File: config.mk
export PLATFORM = sky130hd
export DESIGN_NAME = pmu_ctrl
export DESIGN_NICKNAME = d
export VERILOG_FILES = /design/src/core/pmu_pkg.sv /design/src/core/pmu_ctrl.sv /design/src/core/pmu_relay_timer.sv
export SDC_FILE = /design/constraint.sdc
export NUM_CORES = 1
export LEC_CHECK = 0
export ABC_AREA = 1
export BUFFER_PORTS_ARGS = -buffer_cell sky130_fd_sc_hd__buf_4
export CORE_UTILIZATION = 62
export CTS_BUF_LIST = sky130_fd_sc_hd__clkbuf_8
export DETAILED_ROUTE_END_ITERATION = 6
export PLACE_DENSITY = 0.89
export SYNTH_ARGS = -nofsm -noshare
export SYNTH_HDL_FRONTEND = slang
export SYNTH_SLANG_ARGS = --single-unit
File: constraint.sdc
create_clock -name clock -period 3.03 [get_ports clock]
set_clock_uncertainty 0.2 [all_clocks]
set_input_delay 0.606 -clock clock [delete_from_list [all_inputs] [get_ports clock]]
set_output_delay 0.606 -clock clock [all_outputs]
set_load 0.01 [all_outputs]
File: src/core/pmu_pkg.sv
// Constants shared by the measurement-unit control block: bus field layout,
// register field positions, reset values and relay pulse timing.
// Assumes a 50 MHz system clock and a 15-line inverted long register bus.
package pmu_pkg;

  // Bus and register widths
  localparam int unsigned BUS_W        = 15;
  localparam int unsigned REG_W        = 14;
  localparam int unsigned RELAY_W      = 3;
  localparam int unsigned TIMER_W      = 18;

  // Shared bit positions
  localparam int unsigned RANGE_LO_BIT = 11;
  localparam int unsigned RANGE_HI_BIT = 12;
  localparam int unsigned MODE_BIT     = 13;
  localparam int unsigned STROBE_BIT   = 14;

  // Level register fields
  localparam int unsigned VOLT_LSB     = 0;
  localparam int unsigned VOLT_MSB     = 4;
  localparam int unsigned HV_SEL_BIT   = 5;
  localparam int unsigned POS_CLP_BIT  = 6;
  localparam int unsigned NEG_CLP_BIT  = 7;
  localparam int unsigned SPARE_RO_BIT = 8;
  localparam int unsigned SPARE_RW_BIT = 9;
  localparam int unsigned RANGE_EN_BIT = 10;

  // Supply and comparator-test register fields
  localparam int unsigned DATA_LSB     = 0;
  localparam int unsigned DATA_MSB     = 9;
  localparam int unsigned POL_BIT      = 10;
  localparam int unsigned GO_NOGO_BIT  = 13;

  // Relay selection slots
  localparam int unsigned RLY_K1       = 0;
  localparam int unsigned RLY_K2       = 1;
  localparam int unsigned RLY_K345     = 2;

  // Reset values
  localparam logic [13:0] LEVEL_RST    = 14'h0000;
  localparam logic [13:0] SUPPLY_RST   = 14'h0000;
  localparam logic [13:0] CMP_RST      = 14'h0000;
  localparam logic [2:0]  RELAY_RST    = 3'h0;

  // Relay change pulse, typical width
  localparam int unsigned CLK_PERIOD_NS     = 20;
  localparam int unsigned RELAY_PULSE_NS    = 4200000;
  localparam int unsigned RELAY_PULSE_CYCLES = RELAY_PULSE_NS / CLK_PERIOD_NS;

  // Read source on the bus
  typedef enum logic [1:0] {
    PMU_RD_NONE   = 2'b00,
    PMU_RD_SUPPLY = 2'b01,
    PMU_RD_LEVEL  = 2'b10,
    PMU_RD_CMP    = 2'b11
  } pmu_rd_src_e;

endpackage

File: src/core/pmu_ctrl.sv
// Register bank and relay sequencing for the precision measurement unit.
// Assumes the tester controller drives the long register bus asynchronously;
// every bus pin is brought into the clock domain through two flip-flops.
//
// Functional notes
// - Comparator-test bits drive the bus only when read with its select and no mux select.
// - Controller holds bus bit 14 line high while writing the comparator-test register.
// - Bit 14 line falling during comparator-test write strobes pass into the fail flag.
// - Reading the comparator-test register also issues the compare strobe.
// - Comparator-test read returns the fail flag in bit 14.
// - Level register is 14 bits; bits 0-7 latch on level select writes.
// - Level bit 8 is a read-only spare that reads zero.
// - Level bit 9 is a stored spare with no function.
// - Level bit 10, range enable, is write-only and reads zero.
// - Level bits 11 and 12 hold the current-range code.
// - Level bit 13 reads as complement of supply bit 13, ignores writes.
// - Level register drives the bus on read with level select, no supply select.
// - Supply force-mode high: relays follow the level register range code.
// - Code 3 selects K3-K5, 2 selects K2, 1 selects K1, 0 none.
// - Supply force-mode low: relays follow the supply register range code.
// - Any relay selection change starts a pulse of typically 4.2 ms.
// - During the pulse, busy is asserted and relay drivers are enabled.
// - Pass is comparator output XOR go/no-go sense; strobe captures it.
// - Comparator-test bits 11 and 12 read the level range, never written.
// - Supply register latches on supply select with write and cycle low.
module pmu_ctrl #(
  parameter int unsigned RELAY_PULSE_CYCLES = pmu_pkg::RELAY_PULSE_CYCLES
) (
  input  wire logic                        clock,
  input  wire logic                        rst_n,
  // Long register bus, lines active low
  input  wire logic [pmu_pkg::BUS_W-1:0]   long_bus_in_n,
  output logic      [pmu_pkg::BUS_W-1:0]   long_bus_out_n,
  output logic      [pmu_pkg::BUS_W-1:0]   long_bus_oe,
  input  wire logic                        cmp_test_select,
  input  wire logic                        level_select,
  input  wire logic                        supply_select,
  input  wire logic                        read_n,
  input  wire logic                        write_n,
  input  wire logic                        periph_cycle_n,
  // Analog board
  input  wire logic                        comparator_in,
  output logic      [4:0]                  voltage_bits,
  output logic                             high_voltage_select,
  output logic                             positive_clamp,
  output logic                             negative_clamp,
  output logic                             range_enable_bit,
  output logic                             level_force_mode,
  output logic                             supply_force_mode,
  output logic      [9:0]                  supply_level_data,
  output logic                             supply_polarity,
  output logic      [9:0]                  cmp_level_data,
  output logic                             cmp_polarity,
  output logic                             compare_strobe,
  output logic                             compare_fail_flag,
  output logic      [pmu_pkg::RELAY_W-1:0] relay_select,
  output logic                             relay_drive_en,
  output logic                             tester_busy_n
);

  localparam int unsigned CTL_W = 7;

  function automatic logic rose(input logic prev, input logic now);
    rose = now & ~prev;
  endfunction

  // ---------------------------------------------------------------
  // Input synchronisers
  // ---------------------------------------------------------------
  logic [pmu_pkg::BUS_W-1:0] bus_meta;
  logic [pmu_pkg::BUS_W-1:0] bus_sync_n;
  logic [CTL_W-1:0]          ctl_meta;
  logic [CTL_W-1:0]          ctl_sync;
  logic [CTL_W-1:0]          ctl_raw;

  assign ctl_raw = {comparator_in, periph_cycle_n, write_n, read_n,
                    supply_select, level_select, cmp_test_select};

  // Idle bus lines float high, so the reset value is all ones
  always_ff @(posedge clock or negedge rst_n) begin
    if (!rst_n) begin
      bus_meta   <= '1;
      bus_sync_n <= '1;
      // Strobes idle high and selects low, so release starts no access
      ctl_meta   <= 7'h38;
      ctl_sync   <= 7'h38;
    end else begin
      bus_meta   <= long_bus_in_n;
      bus_sync_n <= bus_meta;
      ctl_meta   <= ctl_raw;
      ctl_sync   <= ctl_meta;
    end
  end

  logic s_cmp_sel;
  logic s_lvl_sel;
  logic s_sup_sel;
  logic s_rd;
  logic s_wr;
  logic s_comp;
  logic [pmu_pkg::BUS_W-1:0] bus_data;

  assign s_cmp_sel = ctl_sync[0];
  assign s_lvl_sel = ctl_sync[1];
  assign s_sup_sel = ctl_sync[2];
  assign s_rd      = ~ctl_sync[3];
  assign s_wr      = ~ctl_sync[4] & ~ctl_sync[5];
  assign s_comp    = ctl_sync[6];
  assign bus_data  = ~bus_sync_n;

  // ---------------------------------------------------------------
  // Register latches
  // ---------------------------------------------------------------
  logic [pmu_pkg::REG_W-1:0] level_control;
  logic [pmu_pkg::REG_W-1:0] next_level_control;
  logic [pmu_pkg::REG_W-1:0] supply_reg;
  logic [pmu_pkg::REG_W-1:0] next_supply_reg;
  logic [pmu_pkg::REG_W-1:0] cmp_reg;
  logic [pmu_pkg::REG_W-1:0] next_cmp_reg;
  logic                      lvl_wr;
  logic                      sup_wr;
  logic                      cmp_wr;

  assign lvl_wr = s_wr & s_lvl_sel;
  assign sup_wr = s_wr & s_sup_sel;
  // Bit 14 line high gates the data; its falling edge is the strobe instead
  assign cmp_wr = s_wr & s_cmp_sel & bus_sync_n[pmu_pkg::STROBE_BIT];

  always_comb begin
    next_level_control = level_control;
    next_supply_reg    = supply_reg;
    next_cmp_reg       = cmp_reg;
    if (lvl_wr) begin
      next_level_control[pmu_pkg::NEG_CLP_BIT:0] = bus_data[pmu_pkg::NEG_CLP_BIT:0];
      next_level_control[pmu_pkg::SPARE_RW_BIT]  = bus_data[pmu_pkg::SPARE_RW_BIT];
      next_level_control[pmu_pkg::RANGE_EN_BIT]  = bus_data[pmu_pkg::RANGE_EN_BIT];
      next_level_control[pmu_pkg::RANGE_HI_BIT:pmu_pkg::RANGE_LO_BIT] =
        bus_data[pmu_pkg::RANGE_HI_BIT:pmu_pkg::RANGE_LO_BIT];
    end
    // Bits 8 and 13 have no storage
    next_level_control[pmu_pkg::SPARE_RO_BIT] = 1'b0;
    next_level_control[pmu_pkg::MODE_BIT]     = 1'b0;
    if (sup_wr) begin
      next_supply_reg = bus_data[pmu_pkg::REG_W-1:0];
    end
    if (cmp_wr) begin
      next_cmp_reg[pmu_pkg::POL_BIT:0]     = bus_data[pmu_pkg::POL_BIT:0];
      next_cmp_reg[pmu_pkg::GO_NOGO_BIT]   = bus_data[pmu_pkg::GO_NOGO_BIT];
    end
    // Range bits are shared with the level register
    next_cmp_reg[pmu_pkg::RANGE_HI_BIT:pmu_pkg::RANGE_LO_BIT] = 2'h0;
  end

  always_ff @(posedge clock or negedge rst_n) begin
    if (!rst_n) begin
      level_control <= pmu_pkg::LEVEL_RST;
      supply_reg    <= pmu_pkg::SUPPLY_RST;
      cmp_reg       <= pmu_pkg::CMP_RST;
    end else begin
      level_control <= next_level_control;
      supply_reg    <= next_supply_reg;
      cmp_reg       <= next_cmp_reg;
    end
  end

  // Level force mode is the complement of the supply mode bit, one cycle later
  logic next_level_force_mode;

  always_comb begin
    next_level_force_mode = ~supply_reg[pmu_pkg::MODE_BIT];
  end

  always_ff @(posedge clock or negedge rst_n) begin
    if (!rst_n) begin
      level_force_mode <= 1'b1;
    end else begin
      level_force_mode <= next_level_force_mode;
    end
  end

  // ---------------------------------------------------------------
  // Compare strobe and fail flag
  // ---------------------------------------------------------------
  logic pass;
  logic cmp_rd;
  logic b14_low;
  logic prev_cmp_rd;
  logic prev_b14_low;
  logic strobe_now;
  logic next_fail;

  assign pass    = s_comp ^ cmp_reg[pmu_pkg::GO_NOGO_BIT];
  assign cmp_rd  = s_rd & s_cmp_sel;
  assign b14_low = s_wr & s_cmp_sel & ~bus_sync_n[pmu_pkg::STROBE_BIT];
  // Strobe once at the start of each read so the read data stays stable
  assign strobe_now = rose(prev_b14_low, b14_low) | rose(prev_cmp_rd, cmp_rd);

  always_comb begin
    next_fail = compare_fail_flag;
    if (strobe_now) begin
      next_fail = ~pass;
    end
  end

  always_ff @(posedge clock or negedge rst_n) begin
    if (!rst_n) begin
      prev_cmp_rd       <= 1'b0;
      prev_b14_low      <= 1'b0;
      compare_strobe    <= 1'b0;
      compare_fail_flag <= 1'b0;
    end else begin
      prev_cmp_rd       <= cmp_rd;
      prev_b14_low      <= b14_low;
      compare_strobe    <= strobe_now;
      compare_fail_flag <= next_fail;
    end
  end

  // ---------------------------------------------------------------
  // Read multiplexer
  // ---------------------------------------------------------------
  pmu_pkg::pmu_rd_src_e      rd_src;
  logic [pmu_pkg::BUS_W-1:0] rd_data;
  logic [pmu_pkg::BUS_W-1:0] rd_oe;
  logic [pmu_pkg::BUS_W-1:0] next_bus_out_n;
  logic [pmu_pkg::BUS_W-1:0] next_bus_oe;

  always_comb begin
    rd_src = pmu_pkg::PMU_RD_NONE;
    if (s_rd) begin
      if (s_sup_sel && !s_lvl_sel) begin
        rd_src = pmu_pkg::PMU_RD_SUPPLY;
      end else if (s_lvl_sel && !s_sup_sel) begin
        rd_src = pmu_pkg::PMU_RD_LEVEL;
      end else if (!s_lvl_sel && !s_sup_sel && s_cmp_sel) begin
        rd_src = pmu_pkg::PMU_RD_CMP;
      end
    end
  end

  always_comb begin
    rd_data = '0;
    rd_oe   = '0;
    case (rd_src)
      pmu_pkg::PMU_RD_SUPPLY: begin
        rd_data = {1'b0, supply_reg};
        rd_oe   = 15'h3fff;
      end
      pmu_pkg::PMU_RD_LEVEL: begin
        rd_data = {1'b0, level_force_mode, level_control[12:11], 1'b0,
                   level_control[9], 1'b0, level_control[7:0]};
        rd_oe   = 15'h3fff;
      end
      pmu_pkg::PMU_RD_CMP: begin
        rd_data = {compare_fail_flag, cmp_reg[13], level_control[12:11],
                   cmp_reg[10:0]};
        rd_oe   = 15'h7fff;
      end
      pmu_pkg::PMU_RD_NONE: begin
        rd_data = '0;
        rd_oe   = '0;
      end
      default: begin
        rd_data = '0;
        rd_oe   = '0;
      end
    endcase
    next_bus_out_n = ~rd_data;
    next_bus_oe    = rd_oe;
  end

  always_ff @(posedge clock or negedge rst_n) begin
    if (!rst_n) begin
      long_bus_out_n <= '1;
      long_bus_oe    <= '0;
    end else begin
      long_bus_out_n <= next_bus_out_n;
      long_bus_oe    <= next_bus_oe;
    end
  end

  // ---------------------------------------------------------------
  // Current range relays
  // ---------------------------------------------------------------
  logic [1:0]                range_code;
  logic [pmu_pkg::RELAY_W-1:0] relay_ff;
  logic [pmu_pkg::RELAY_W-1:0] next_relay_ff;
  logic                      relay_change;
  logic                      pulse_active;

  always_comb begin
    if (supply_reg[pmu_pkg::MODE_BIT]) begin
      range_code = level_control[pmu_pkg::RANGE_HI_BIT:pmu_pkg::RANGE_LO_BIT];
    end else begin
      range_code = supply_reg[pmu_pkg::RANGE_HI_BIT:pmu_pkg::RANGE_LO_BIT];
    end
    next_relay_ff = '0;
    case (range_code)
      2'h3:    next_relay_ff[pmu_pkg::RLY_K345] = 1'b1;
      2'h2:    next_relay_ff[pmu_pkg::RLY_K2]   = 1'b1;
      2'h1:    next_relay_ff[pmu_pkg::RLY_K1]   = 1'b1;
      default: next_relay_ff = '0;
    endcase
  end

  always_ff @(posedge clock or negedge rst_n) begin
    if (!rst_n) begin
      relay_ff <= pmu_pkg::RELAY_RST;
    end else begin
      relay_ff <= next_relay_ff;
    end
  end

  assign relay_change = (next_relay_ff != relay_ff);

  pmu_relay_timer #(
    .PULSE_CYCLES (RELAY_PULSE_CYCLES)
  ) u_timer (
    .clock   (clock),
    .rst_n   (rst_n),
    .trigger (relay_change),
    .active  (pulse_active)
  );

  // Drivers see the new selection together with the enable
  logic next_busy_n;

  always_comb begin
    next_busy_n = ~pulse_active;
  end

  always_ff @(posedge clock or negedge rst_n) begin
    if (!rst_n) begin
      tester_busy_n  <= 1'b1;
      relay_drive_en <= 1'b0;
      relay_select   <= pmu_pkg::RELAY_RST;
    end else begin
      tester_busy_n  <= next_busy_n;
      relay_drive_en <= pulse_active;
      relay_select   <= relay_ff;
    end
  end

  // ---------------------------------------------------------------
  // Analog control fields, straight from the latches
  // ---------------------------------------------------------------
  assign voltage_bits        = level_control[pmu_pkg::VOLT_MSB:pmu_pkg::VOLT_LSB];
  assign high_voltage_select = level_control[pmu_pkg::HV_SEL_BIT];
  assign positive_clamp      = level_control[pmu_pkg::POS_CLP_BIT];
  assign negative_clamp      = level_control[pmu_pkg::NEG_CLP_BIT];
  assign range_enable_bit    = level_control[pmu_pkg::RANGE_EN_BIT];
  assign supply_force_mode   = supply_reg[pmu_pkg::MODE_BIT];
  assign supply_level_data   = supply_reg[pmu_pkg::DATA_MSB:pmu_pkg::DATA_LSB];
  assign supply_polarity     = supply_reg[pmu_pkg::POL_BIT];
  assign cmp_level_data      = cmp_reg[pmu_pkg::DATA_MSB:pmu_pkg::DATA_LSB];
  assign cmp_polarity        = cmp_reg[pmu_pkg::POL_BIT];

endmodule

File: src/core/pmu_relay_timer.sv
// Retriggerable down-counter that stands in for the relay one-shot.
// Assumes trigger is a one-cycle pulse from logic on the same clock.
module pmu_relay_timer #(
  parameter int unsigned PULSE_CYCLES = pmu_pkg::RELAY_PULSE_CYCLES
) (
  input  wire logic clock,
  input  wire logic rst_n,
  input  wire logic trigger,
  output logic      active
);

  localparam logic [pmu_pkg::TIMER_W-1:0] LOAD = pmu_pkg::TIMER_W'(PULSE_CYCLES);

  logic [pmu_pkg::TIMER_W-1:0] count;
  logic [pmu_pkg::TIMER_W-1:0] next_count;

  always_comb begin
    next_count = count;
    if (trigger) begin
      // A further change restarts the full width
      next_count = LOAD;
    end else if (count != '0) begin
      next_count = count - pmu_pkg::TIMER_W'(1);
    end
  end

  always_ff @(posedge clock or negedge rst_n) begin
    if (!rst_n) begin
      count <= '0;
    end else begin
      count <= next_count;
    end
  end

  assign active = (count != '0);

endmodule

### After elaboration in Yosys (flattened, before gate mapping)

Index checks and enable logic that the tools add are counted.

* register bits: 143
* bits of input ports: 24
* output and inout port bits: 70

* add/sub/neg operators: 1
* eq/ne operators: 7
* mux-type cells: 12
* bitwise gates (word level): 22
* reduce and logical (&&, ||, !) cells: 10

Operators with widths (count)
* one-hot mux 15 bit (4 select lines): 1
* one-hot mux 15 bit (3 select lines): 1
* 2-to-1 mux 18 bit: 2
* nonzero test 18 bit: 1
* subtractor 18 x 1 -> 18 bit, second input constant: 1
* inverter 15 bit: 1
* inverter 14 bit: 1
* 2-to-1 mux 2 bit: 5
* AND 1 bit: 9
* inverter 1 bit: 9
* equality test 2 bit, second input constant: 4
* equality test 2 x 1 -> 1 bit, second input constant: 2
* logical AND 1 bit: 4
* 2-to-1 mux 1 bit: 3
* inequality test 3 bit: 1
* zero test 1 bit: 2
* zero test 2 bit: 1
* nonzero test 2 bit: 1
* OR reduction 2 bit: 1
* bitwise OR 1 bit: 1
* XOR 1 bit: 1

### Logic depth before layout (Yosys ltp)

Gate-level depths: netlist (run 1).

* word-level depth: 10
* mapped depth: 10
* mapped depth without buffers: 10

### Hierarchy

Synthesis (run 1) repeated with hierarchy kept, for this count alone.

* cell total of the unflattened synthesis: 517
* area, all modules: 5358.9 sq um

Modules (own cells, without submodules)
* pmu_ctrl: times used 1, cells an instance 361, area an instance 4227.8 sq um, sequential area each 2869.0 sq um
* pmu_relay_timer: times used 1, cells an instance 156, area an instance 1131.1 sq um, sequential area each 450.4 sq um

### Worst setup path after synthesis (run 1)

Ideal clock, no wire load.

* path kind: register -> register
* from: reg u_timer.count[0] (netlist bit)
* to: reg u_timer.count[1] (netlist bit)
* setup time: 0.121 ns
* arrival time: 1.412 ns
* required time: 2.709 ns
* setup slack: 1.297 ns
* stages on the path, launching flop included: 9
* buffers on the path: 1
* clock period less this slack: 1.733 ns
* path through: dfrtp_1 > inv_1 > ha_1 > nand2_2 > nor2_4 > nand3_2 > buf_6 > o21ai_1 > nor2_1

RTL lines
* from (decl): line pmu_relay_timer.sv:14 `logic [pmu_pkg::TIMER_W-1:0] count;`
* from (signal assigned): line pmu_relay_timer.sv:31 `count <= next_count;`
* nonzero test 18 bit
* via pulse_active: line pmu_ctrl.sv:289 `logic pulse_active;`
* nonzero test 2 bit (no line)

The timed path passes the listed nets, and every way through them passes these cells. The select of a mux whose other input is x is not followed.
A chain may end at the register's enable or synchronous reset.

### Worst setup path after layout (run 1)

* from: reg ctl_sync[2]
* to: reg long_bus_out_n[11] (netlist bit)

* word-level cells in the longest chain between the ends: 10

Ends and longest elaborated chain
* from (decl): line pmu_ctrl.sv:73 `logic [CTL_W-1:0] ctl_sync;`
* from (signal assigned): line pmu_ctrl.sv:91 `ctl_sync <= ctl_meta;`
* zero test 1 bit: line pmu_ctrl.sv:233, pmu_ctrl.sv:235
* logical AND 1 bit (2 in a row): line pmu_ctrl.sv:235 `end else if (!s_lvl_sel && !s_sup_sel && s_cmp_sel) begin`
* 2-to-1 mux 2 bit: line pmu_ctrl.sv:235
* 2-to-1 mux 2 bit: line pmu_ctrl.sv:233 `end else if (s_lvl_sel && !s_sup_sel) begin`
* 2-to-1 mux 2 bit *: line pmu_ctrl.sv:231 `if (s_sup_sel && !s_lvl_sel) begin`
* 2-to-1 mux 2 bit *: line pmu_ctrl.sv:230 `if (s_rd) begin`
* equality test 2 bit (tied with other cells): line pmu_ctrl.sv:244 `case (rd_src)`
* one-hot mux 15 bit (4 select lines) *: line pmu_ctrl.sv:244
* inverter 15 bit *: line pmu_ctrl.sv:268 `next_bus_out_n = ~rd_data;`
* via next_bus_out_n (one bit): line pmu_ctrl.sv:225 `logic [pmu_pkg::BUS_W-1:0] next_bus_out_n;`
* to (signal assigned): line pmu_ctrl.sv:277 `long_bus_out_n <= next_bus_out_n;`
* to (decl): line pmu_ctrl.sv:33 `output logic [pmu_pkg::BUS_W-1:0] long_bus_out_n,`

The timed path passes the listed nets; every way through them passes the cells marked *.

==> results of run 1 <==
-- cells in the final DEF, fill, tap and decap left out, types with 2 or more instances in the layout --
master	n
nand2_1	109
buf_4	94
dfrtp_1	77
dfstp_2	53
o21ai_0	45
nor2_1	42
inv_1	39
nand3_1	28
clkbuf_8	17
a31o_2	9
nor3_1	7
nand4_1	7
clkinvlp_4	5
nand2_2	4
xnor2_1	4
inv_6	4
nor2_4	2
o22ai_1	2
a32o_1	2
nand3b_1	2
nor2_2	2
clkinv_2	2
xor2_1	2
bufinv_16	2
clkinv_4	2
-- worst max-delay path, delay by kind of cell (launching register included) --
kind,cells,cell delay [ps]
AOI/OAI and AO/OA,2,610
buffers and inverters,1,60
DFF,1,480
and+or+nand+nor,1,760
-- routing by layer --
| metal | share of wire [%] | vias to the layer above | wire, um | GRT usage, % |
|---|---|---|---|---|
| met2 | 50 | 183 | 5440 | 44.5 |
| met3 | 7.2 | 28 | 782 | 7.97 |
| met4 | 2.2 | 0 | 236 | 12.3 |
| met5 | 0 | - | 0 | 0 |
| met1 | 41 | 1873 | 4440 | 35.9 |
| li1 | - | 1694 | - | - |
-- cells by family (layout without fill, tap and decap cells) --
family / Yosys count / count (layout) / share of synthesized area [%]
flops: 130 / 130 / 64.3
fa+ha+maj: 1 / 1 / 0.242
simple gates: 206 / 206 / 17.4
xor+xnor: 6 / 6 / 1.02
buf+inv: 91 / 169 / 9.80
compound gates: 63 / 63 / 7.18
-- where the power goes --
group | switching (mW) | total [mW] | internal [mW]
logic | 0.465 | 0.798 | 0.333
registers | 0.162 | 2.11 | 1.95
clock network | 0.697 | 1.43 | 0.737
-- through the flow --
step	hold slack, ps	worst slack (ps)
finish	79.4	837
global route	53.3	704
global placement	133	1030
floorplan	110	1300
detailed placement	142	1010
CTS	59.9	921
-- repair_timing --
| action | in CTS | in global routing |
|---|---|---|
| setup buffers | 0 | 0 |
| hold buffers | 1 | 0 |
| hold endpoints to repair | 18 | 0 |
-- worst paths after layout --
path	end	slack, ps	cells past startpoint
hold / removal	ctl_meta[3]	80	1
hold reg to reg	ctl_sync[1]	150	0
setup reg to reg	long_bus_out_n[11]	840	4
setup / recovery	long_bus_out_n[11]	840	4
min in group asynchronous	supply_reg[8]	470	2
max in group asynchronous	bus_sync_n[6]	1420	3
-- cell type report --
cell class / instances / area [sq um] / area share (%)
clock buffers: 17 / 234 / 3.86
inverters: 41 / 158 / 2.60
clock inverters: 15 / 159 / 2.62
flip-flops and latches: 130 / 3320 / 54.7
repair buffers: 96 / 736 / 12.1
well taps: 102 / 128 / 2.10
multi-input cells: 276 / 1340 / 22.0
==> results.cfg, run 1 <==
[global_route]
antenna_found_initial = 0
overflow = 0
grt_max_degree = 70
grt_pass1_wl_um = 18100
grt_pass1_vias = 3785
grt_usage_pct = 27.9

[clocking]
clk_path_buf_depth = 2
path_clk_slew_ps = 80
htreeDepth = 4
cts_resized = 0
numCtsBuffers = 17
cts_tree = yes
clock_latency_ps = 430
root_buffer = clkbuf_8
cts_sinks = 130

[routing]
drt-vias-per-instance = 5.58
vias = 3778
wire_per_inst_um = 16.1
dr.pass1.iters = 5
ant_nets = 0
wl_um = 10900
drc = 0
drt_iter0_markers = 290

[placed_design]
io_buffers = 93
place_area_sq_mm = 0.00567
routabilityCongestion = 0.885
dp_cells = 644
dpl.hpwl_um = 7030

[yosys]
ys_warn_count = 0
synthFlopType = dfrtp_1
yosysTopAreaCell = dfrtp_1
netlist.area_leader.share_pct = 37.3
synth_seq_area_share_pct = 64.3
synth-async-reset-ratio_pct = 100
synth_most_common_cell = nand2_1
syn_area_per_cell_sq_um = 10.4
synth_area_leaders = dfrtp_1 37%, dfstp_2 27%, nand2_1 7.9%, buf_4 5.5%, o21ai_0 4.4%
syn_area_sq_mm = 0.00516
ys_top_cells_by_count = 109 x nand2_1, 77 x dfrtp_1, 53 x dfstp_2, 45 x o21ai_0, 42 x nor2_1
syn_nets = 522
synth_cells = 497
synth_edf_count = 0
yosysUniqueCellTypes = 34
ys_ff_latch = 130

[setup_path]
critPathArrivalTime_ps = 2340
crit_path_max_fanout = 11
worstPathRequired_ps = 3180
slowest_delay_ps = 760
path_cells = nor2_1 -> o21ai_0 -> o22ai_1 -> inv_1
cp_slowest_cell = nor2_1
critPathCaptureType = flop
critPathKind = flop to flop
crit_path_start_kind = flop
critPathLaunch = ctl_sync[2]
r2r-start = ctl_sync[2]

[floorplanning]
ios = 94
fp-row-count = 32
dieHeight_um = 93.2
start_util_pct = 65.4
core_sq_mm = 0.00789
die_area_sq_mm = 0.00869
fp.dieW_um = 93.2

[cells_and_area]
synthToLayoutAreaGrowth_pct = 17.6
nets = 587
fin_cells = 677
drive_gt1_share_pct = 35.1
largest-register = u_timer.count
n_antenna_cell = 0
final_area_sq_mm = 0.00607
fill_cells = 468
final_util_pct = 76.9
largest_register_ffs = 18

[timing]
slew_headroom_pct = 36.9
slew_viol_final = 0
setup_tns_ps = 0
setup_viol = 0
max_clock_freq_ghz = 0.456
worst_pin_slew_ps = 944
period_share_pct = 72.4
final_hold_viol_count = 0
min_period_ps = 2190
rsz0062_at_grt = no

[hold_path]
worstHoldPathType = primary input to flop
min-delay-start = read_n

[power_and_ir_drop]
power.leakage_nw = 2.84
finalPower_mw = 4.35
peakVddDrop_uv = 556
power.density_mw_per_mm2 = 716

[outcome]
status = complete, no violations

[job]
max_cap_violations = 0
Note: power is estimated with default switching activity, not from simulation.
==> run 2: changes to the inputs <==
--- a/config.mk
+++ b/config.mk
@@ -5,12 +5,12 @@
 export SDC_FILE = /design/constraint.sdc
 export NUM_CORES = 1
 export LEC_CHECK = 0
-export ABC_AREA = 1
+export ABC_AREA = 0
 export BUFFER_PORTS_ARGS = -buffer_cell sky130_fd_sc_hd__buf_4
-export CORE_UTILIZATION = 62
+export CORE_UTILIZATION = 51
 export CTS_BUF_LIST = sky130_fd_sc_hd__clkbuf_8
 export DETAILED_ROUTE_END_ITERATION = 6
-export PLACE_DENSITY = 0.89
+export PLACE_DENSITY = 0.78
 export SYNTH_ARGS = -nofsm -noshare
 export SYNTH_HDL_FRONTEND = slang
 export SYNTH_SLANG_ARGS = --single-unit
==> constraint.sdc (replaced) <==
create_clock -name clock -period 1.9 [get_ports clock]
set_clock_uncertainty 0.2 [all_clocks]
set_input_delay 0.38 -clock clock [delete_from_list [all_inputs] [get_ports clock]]
set_output_delay 0.38 -clock clock [all_outputs]
set_load 0.01 [all_outputs]
==> run 2 against run 1 <==
- highest routed layer unchanged
- wire length down 5.3%
- utilization down 4.9 points
- die area up 15%
- the flow now finishes with violations (setup timing)
- clock power up 57%
- critical path type unchanged
==> results.cfg, run 2 <==
[setup_path]
worstPathRequired_ps = 2000
crit_path_max_fanout = 4
reg2reg_slack_ps = -370
crit_path_start_kind = flop
critPathCaptureType = flop
reg2regPathDepth = 6
critPathArrivalTime_ps = 2370
crit_path_end = u_timer.count[16]
r2r-start = u_timer.count[0]
critPathLaunch = u_timer.count[0]
critPathKind = flop to flop
r2r-end = u_timer.count[16]

[timing]
slew_viol_final = 0
slew_headroom_pct = 70.2
min_period_ps = 2270
setup_viol = 20
worst_pin_slew_ps = 443
worst_slack_ps = -373
rsz0062_at_grt = yes
period_share_pct = 120
final_hold_viol_count = 0
max_clock_freq_ghz = 0.440

[outcome]
status = finished, violations left
violations = setup timing

[yosys]
ys_warn_count = 0
yosysTopAreaCell = dfrtp_1
synthFlopType = dfrtp_1
synth_edf_count = 0
synth-async-reset-ratio_pct = 100
synth_area_leaders = dfrtp_1 39%, dfstp_2 29%, buf_4 6.0%, nor2_1 3.5%, a21oi_1 3.5%
synth_seq_area_share_pct = 68.0
syn_area_per_cell_sq_um = 12.4
synth_most_common_cell = dfrtp_1
ys_top_cells_by_count = 77 x dfrtp_1, 53 x dfstp_2, 46 x nor2_1, 39 x buf_4, 34 x a21oi_1
syn_nets = 418
synth_cells = 393
ys_ff_latch = 130
yosysUniqueCellTypes = 45
netlist.area_leader.share_pct = 39.5
syn_area_sq_mm = 0.00488

[global_route]
overflow = 0
antenna_found_initial = 0
grt_pass1_vias = 3443
grt_pass1_wl_um = 16800
grt_usage_pct = 22.2
grt_max_degree = 39

[power_and_ir_drop]
finalPower_mw = 7.21
peakVddDrop_uv = 650
power.leakage_nw = 2.94
power.density_mw_per_mm2 = 1080

[floorplanning]
ios = 94
fp-row-count = 35
fp.dieW_um = 99.8
dieHeight_um = 99.8
start_util_pct = 52.8
die_area_sq_mm = 0.00997
core_sq_mm = 0.00924

[clocking]
clock_latency_ps = 420
htreeDepth = 4
clk_path_buf_depth = 2
cts_tree = yes
path_clk_slew_ps = 70
root_buffer = clkbuf_8
cts_sinks = 130
numCtsBuffers = 17

[cells_and_area]
fin_cells = 675
final_common_cell = buf_4
nets = 558
synthToLayoutAreaGrowth_pct = 36.4
largest-register = u_timer.count
fill_cells = 609
largest_register_ffs = 18
layout_common_cells = 142 x buf_4, 76 x dfrtp_1, 53 x dfstp_2, 45 x nor2_1, 29 x a21oi_1
drive_gt1_share_pct = 50.0
n_antenna_cell = 0

[routing]
drt_iter0_markers = 143
wl_um = 10300
vias = 3480
drc = 0
drt-vias-per-instance = 5.16
dr.pass1.iters = 5
ant_nets = 0
wire_per_inst_um = 15.3

[placed_design]
io_buffers = 93
dpl.hpwl_um = 6660
routabilityCongestion = 0.788
dp_cells = 613

[hold_path]
worstHoldPathType = flop to flop

[job]
max_cap_violations = 0
==> run 2: cell types whose count changed after synthesis, moves of 5 or more <==
| cell | before | now |
|---|---|---|
| o21ai_0 | 45 | 13 |
| a222oi_1 | 0 | 10 |
| clkbuf_1 | 8 | 13 |
| nand4_1 | 7 | 1 |
| mux2i_1 | 0 | 5 |
| inv_1 | 38 | 5 |
| a31o_2 | 9 | 0 |
| nor4_1 | 0 | 6 |
| a21oi_1 | 1 | 34 |
| nand2_1 | 109 | 24 |
| nand3_1 | 28 | 1 |
==> run 2: what timing repair did <==
item | CTS | global route
pin swaps | 7 | 11
gates resized for setup | 19 | 15
buffers inserted | 6 | 2
setup endpoints to repair | 20 | 20
endpoints found under the hold margin | 36 | 0
hold buffers | 23 | 0
==> run 2: final cells by class <==
type	count	area, sq um	share of cell area, %
flip-flops and latches	130	3320	49.9
repair buffers	174	1420	21.4
multi-input cells	205	1340	20.1
clock buffers	18	248	3.72
well taps	129	161	2.42
clock inverters	14	141	2.12
inverters	5	26.3	0.395
==> run 2: critical path, stage by stage, from the launching register on <==
cell and delay (ps):
dfrtp_1 410, inv_2 90, ha_4 130, or4b_4 460
or2_4 260, or3_1 330, a211o_1 280
==> run 2: worst min-delay path by stage <==
stage                     cells past startpoint            end         from
after floorplan                               0     cmp_reg[0]        rst_n
after global placement                        0    ctl_sync[6]  ctl_meta[6]
after detailed placement                      0    ctl_sync[1]  ctl_meta[1]
after CTS                                     0  bus_sync_n[3]  bus_meta[3]
after global routing                          0  bus_sync_n[3]  bus_meta[3]
final                                         0  bus_sync_n[3]  bus_meta[3]
==> run 2: kinds of logic after synthesis <==
family | Yosys count | share of synthesized area (%)
adder cells (fa/ha/maj) | 1 | 0.256
AND/OR/NAND/NOR | 117 | 11.9
XOR/XNOR | 4 | 0.718
multiplexers | 8 | 1.72
buffers and inverters | 58 | 7.48
flip-flops | 130 | 68.0
AO/OA/AOI/OAI | 75 | 9.89
==> run 2: routing by layer <==
metal  up-vias  global-route usage [%]  part of all wire, %
met5         -                       0                    0
met4         0                    9.28                  2.0
met3        21                    5.15                  5.8
met2       123                    36.3                   51
met1      1735                    28.8                   41
li1       1601                       -                    -
==> run 2: through the flow <==
step | hold slack (ps) | instance area [sq um] | setup WS (ps) | util (%) | setup TNS [ps]
2_1_floorplan | -116 | 4940 | -347 | - | -3960
3_3_place_gp | 137 | 5850 | -292 | 63.3 | -4220
3_5_place_dp | 135 | 5850 | -356 | 63.3 | -4990
4_1_cts | 149 | 6590 | -327 | 71.3 | -5210
5_1_grt | 148 | 6660 | -412 | 72.1 | -6850
6_report | 150 | 6660 | -373 | 72.1 | -5450
==> run 2: power breakdown <==
| part | leakage (nW) | switching, mW | internal (mW) |
|---|---|---|---|
| clock network | 0.196 | 1.05 | 1.19 |
| logic | 1.28 | 0.734 | 0.869 |
| registers | 1.46 | 0.242 | 3.13 |
| total | 2.94 | 2.02 | 5.19 |
==> run 3: changes to the inputs <==
--- a/config.mk
+++ b/config.mk
@@ -7,10 +7,11 @@
 export LEC_CHECK = 0
 export ABC_AREA = 0
 export BUFFER_PORTS_ARGS = -buffer_cell sky130_fd_sc_hd__buf_4
-export CORE_UTILIZATION = 51
+export CORE_UTILIZATION = 47
 export CTS_BUF_LIST = sky130_fd_sc_hd__clkbuf_8
 export DETAILED_ROUTE_END_ITERATION = 6
-export PLACE_DENSITY = 0.78
+export PLACE_DENSITY = 0.73
+export SLEW_MARGIN = 20
 export SYNTH_ARGS = -nofsm -noshare
 export SYNTH_HDL_FRONTEND = slang
 export SYNTH_SLANG_ARGS = --single-unit
==> run 3 against run 2 <==
- the run still ends with setup timing left
- design area rose by 1.4%
- worst setup slack gained 38 ps
- non-clock buffer count up 3
- hold slack about the same
- first-iteration DRC count is 32% higher
- die area is 8.3% higher
- critical path type unchanged
- critical endpoint unchanged
==> results.cfg, run 3 (synthesized netlist as in run 2, its figures left out) <==
[timing]
hold_ws_ps = 150
setup_tns_ps = -4350
period_share_pct = 118
max_clock_freq_ghz = 0.448
slew_headroom_pct = 63.1
worst_slack_ps = -335
final_hold_viol_count = 0
setup_viol = 20
slew_viol_final = 0
worst_pin_slew_ps = 553
rsz0062_at_grt = yes
min_period_ps = 2230

[setup_path]
worstPathRequired_ps = 2000
critPathKind = flop to flop
critPathCaptureType = flop
reg2reg_slack_ps = -330
critPathLaunch = u_timer.count[1]
r2r-end = u_timer.count[16]
r2r-start = u_timer.count[1]
crit_path_max_fanout = 5
crit_path_end = u_timer.count[16]
crit_path_start_kind = flop
critPathArrivalTime_ps = 2340
reg2regPathDepth = 6

[placed_design]
dpl.hpwl_um = 6520
io_buffers = 93
routabilityCongestion = 0.802
place_ws_ps = -367
dp_cells = 619
place_area_sq_mm = 0.00586

[floorplanning]
ios = 94
fp.dieW_um = 104
dieHeight_um = 104
fp-row-count = 36
start_util_pct = 49.3
core_sq_mm = 0.00991
die_area_sq_mm = 0.0108

[routing]
drc = 0
wl_met3_um = 514
ant_nets = 0
met1_length_um = 4170
wl_met2_um = 5320
drt-vias-per-instance = 4.98
vias = 3393
wl_um = 10100
drt_iter0_markers = 189
top_layer_used = met4
wire_per_inst_um = 14.7
dr.pass1.iters = 7

[global_route]
grt_max_degree = 85
grt_pass1_wl_um = 16400
antenna_found_initial = 0
grt_usage_pct = 19.5
grt_pass1_vias = 3420
overflow = 0

[cells_and_area]
n_antenna_cell = 0
final_area_sq_mm = 0.00675
layout_common_cells = 147 x buf_4, 76 x dfrtp_1, 53 x dfstp_2, 45 x nor2_1, 29 x a21oi_1
fin_cells = 682
drive_gt1_share_pct = 50.5
final_util_pct = 68.2
synthToLayoutAreaGrowth_pct = 38.3
largest-register = u_timer.count
nets = 561
final_common_cell = buf_4
largest_register_ffs = 18

[clocking]
clock_latency_ps = 410
cts_tree = yes
path_clk_slew_ps = 70
clk_path_buf_depth = 2
cts_sinks = 130
root_buffer = clkbuf_8
htreeDepth = 4
numCtsBuffers = 17

[power_and_ir_drop]
clockPowerShare_pct = 33.6
pwr-share-comb_pct = 21.7
power.density_mw_per_mm2 = 1110
power.leakage_nw = 2.98
finalPower_mw = 7.51
p_seq_share_pct = 44.8
p_int_mw = 5.47
peakVddDrop_uv = 639
swShare_pct = 27.2
switching_power_mw = 2.04

[outcome]
violations = setup timing
status = finished, violations left

[job]
max_cap_violations = 0

[hold_path]
worstHoldPathType = flop to flop
-- run 3: cell types whose count changed in the layout (fill, tap and decap cells not counted), sizes merged --
cell | before | now
buf | 151 | 154
bufinv | 2 | 4
clkinvlp | 3 | 1
clkbuf | 18 | 17
inv | 6 | 7
-- run 3: cell type report --
class	instances	area (sq um)
Clock buffer	17	234
Clock inverter	15	208
Fill cell	720	3160
Inverter	5	26.3
Multi-Input combinational cell	205	1370
Sequential cell	130	3320
Tap cell	133	166
Timing Repair Buffer	177	1430
-- run 3: repair_timing --
item,4_1_cts,5_1_grt
pin swaps,2,11
resized for setup,8,26
setup buffers,2,6
hold buffers,23,0
setup endpoints to repair,20,20
hold endpoints to repair,99,0
-- run 3: worst min path at each step --
| stage | cells after the start | to | from | slack [ps] |
|---|---|---|---|---|
| finish | 0 | ctl_sync[6] | ctl_meta[6] | 150 |
| global route | 0 | bus_sync_n[7] | bus_meta[7] | 160 |
| CTS | 0 | ctl_sync[2] | ctl_meta[2] | 150 |
| detailed placement | 0 | ctl_sync[6] | ctl_meta[6] | 140 |
| global placement | 0 | ctl_sync[6] | ctl_meta[6] | 140 |
| floorplan | 0 | cmp_reg[0] | rst_n | -120 |
-- run 3: worst max-delay path, cell delays in order, from the launching register on --
cell,delay (ps)
dfrtp_1,400
inv_2,80
ha_4,120
or4b_4,460
or2_4,270
or3_4,330
a211o_1,250
-- run 3: power groups by stage --
| stage | registers, mW | clock network (mW) | logic [mW] |
|---|---|---|---|
| after global placement | 3.38 | 0 | 1.37 |
| after detailed placement | 3.40 | 0 | 1.41 |
| final | 3.36 | 2.52 | 1.63 |
| after global routing | 3.40 | 2.72 | 1.78 |
| after floorplan | 3.41 | 0 | 0.747 |
| after CTS | 3.36 | 2.60 | 1.50 |
-- run 3: metal layers --
metal	vias to the layer above	global-route usage, %
met3	6	4.76
met4	0	6.84
met1	1677	24.5
met2	103	33.0
met5	-	0
li1	1607	-
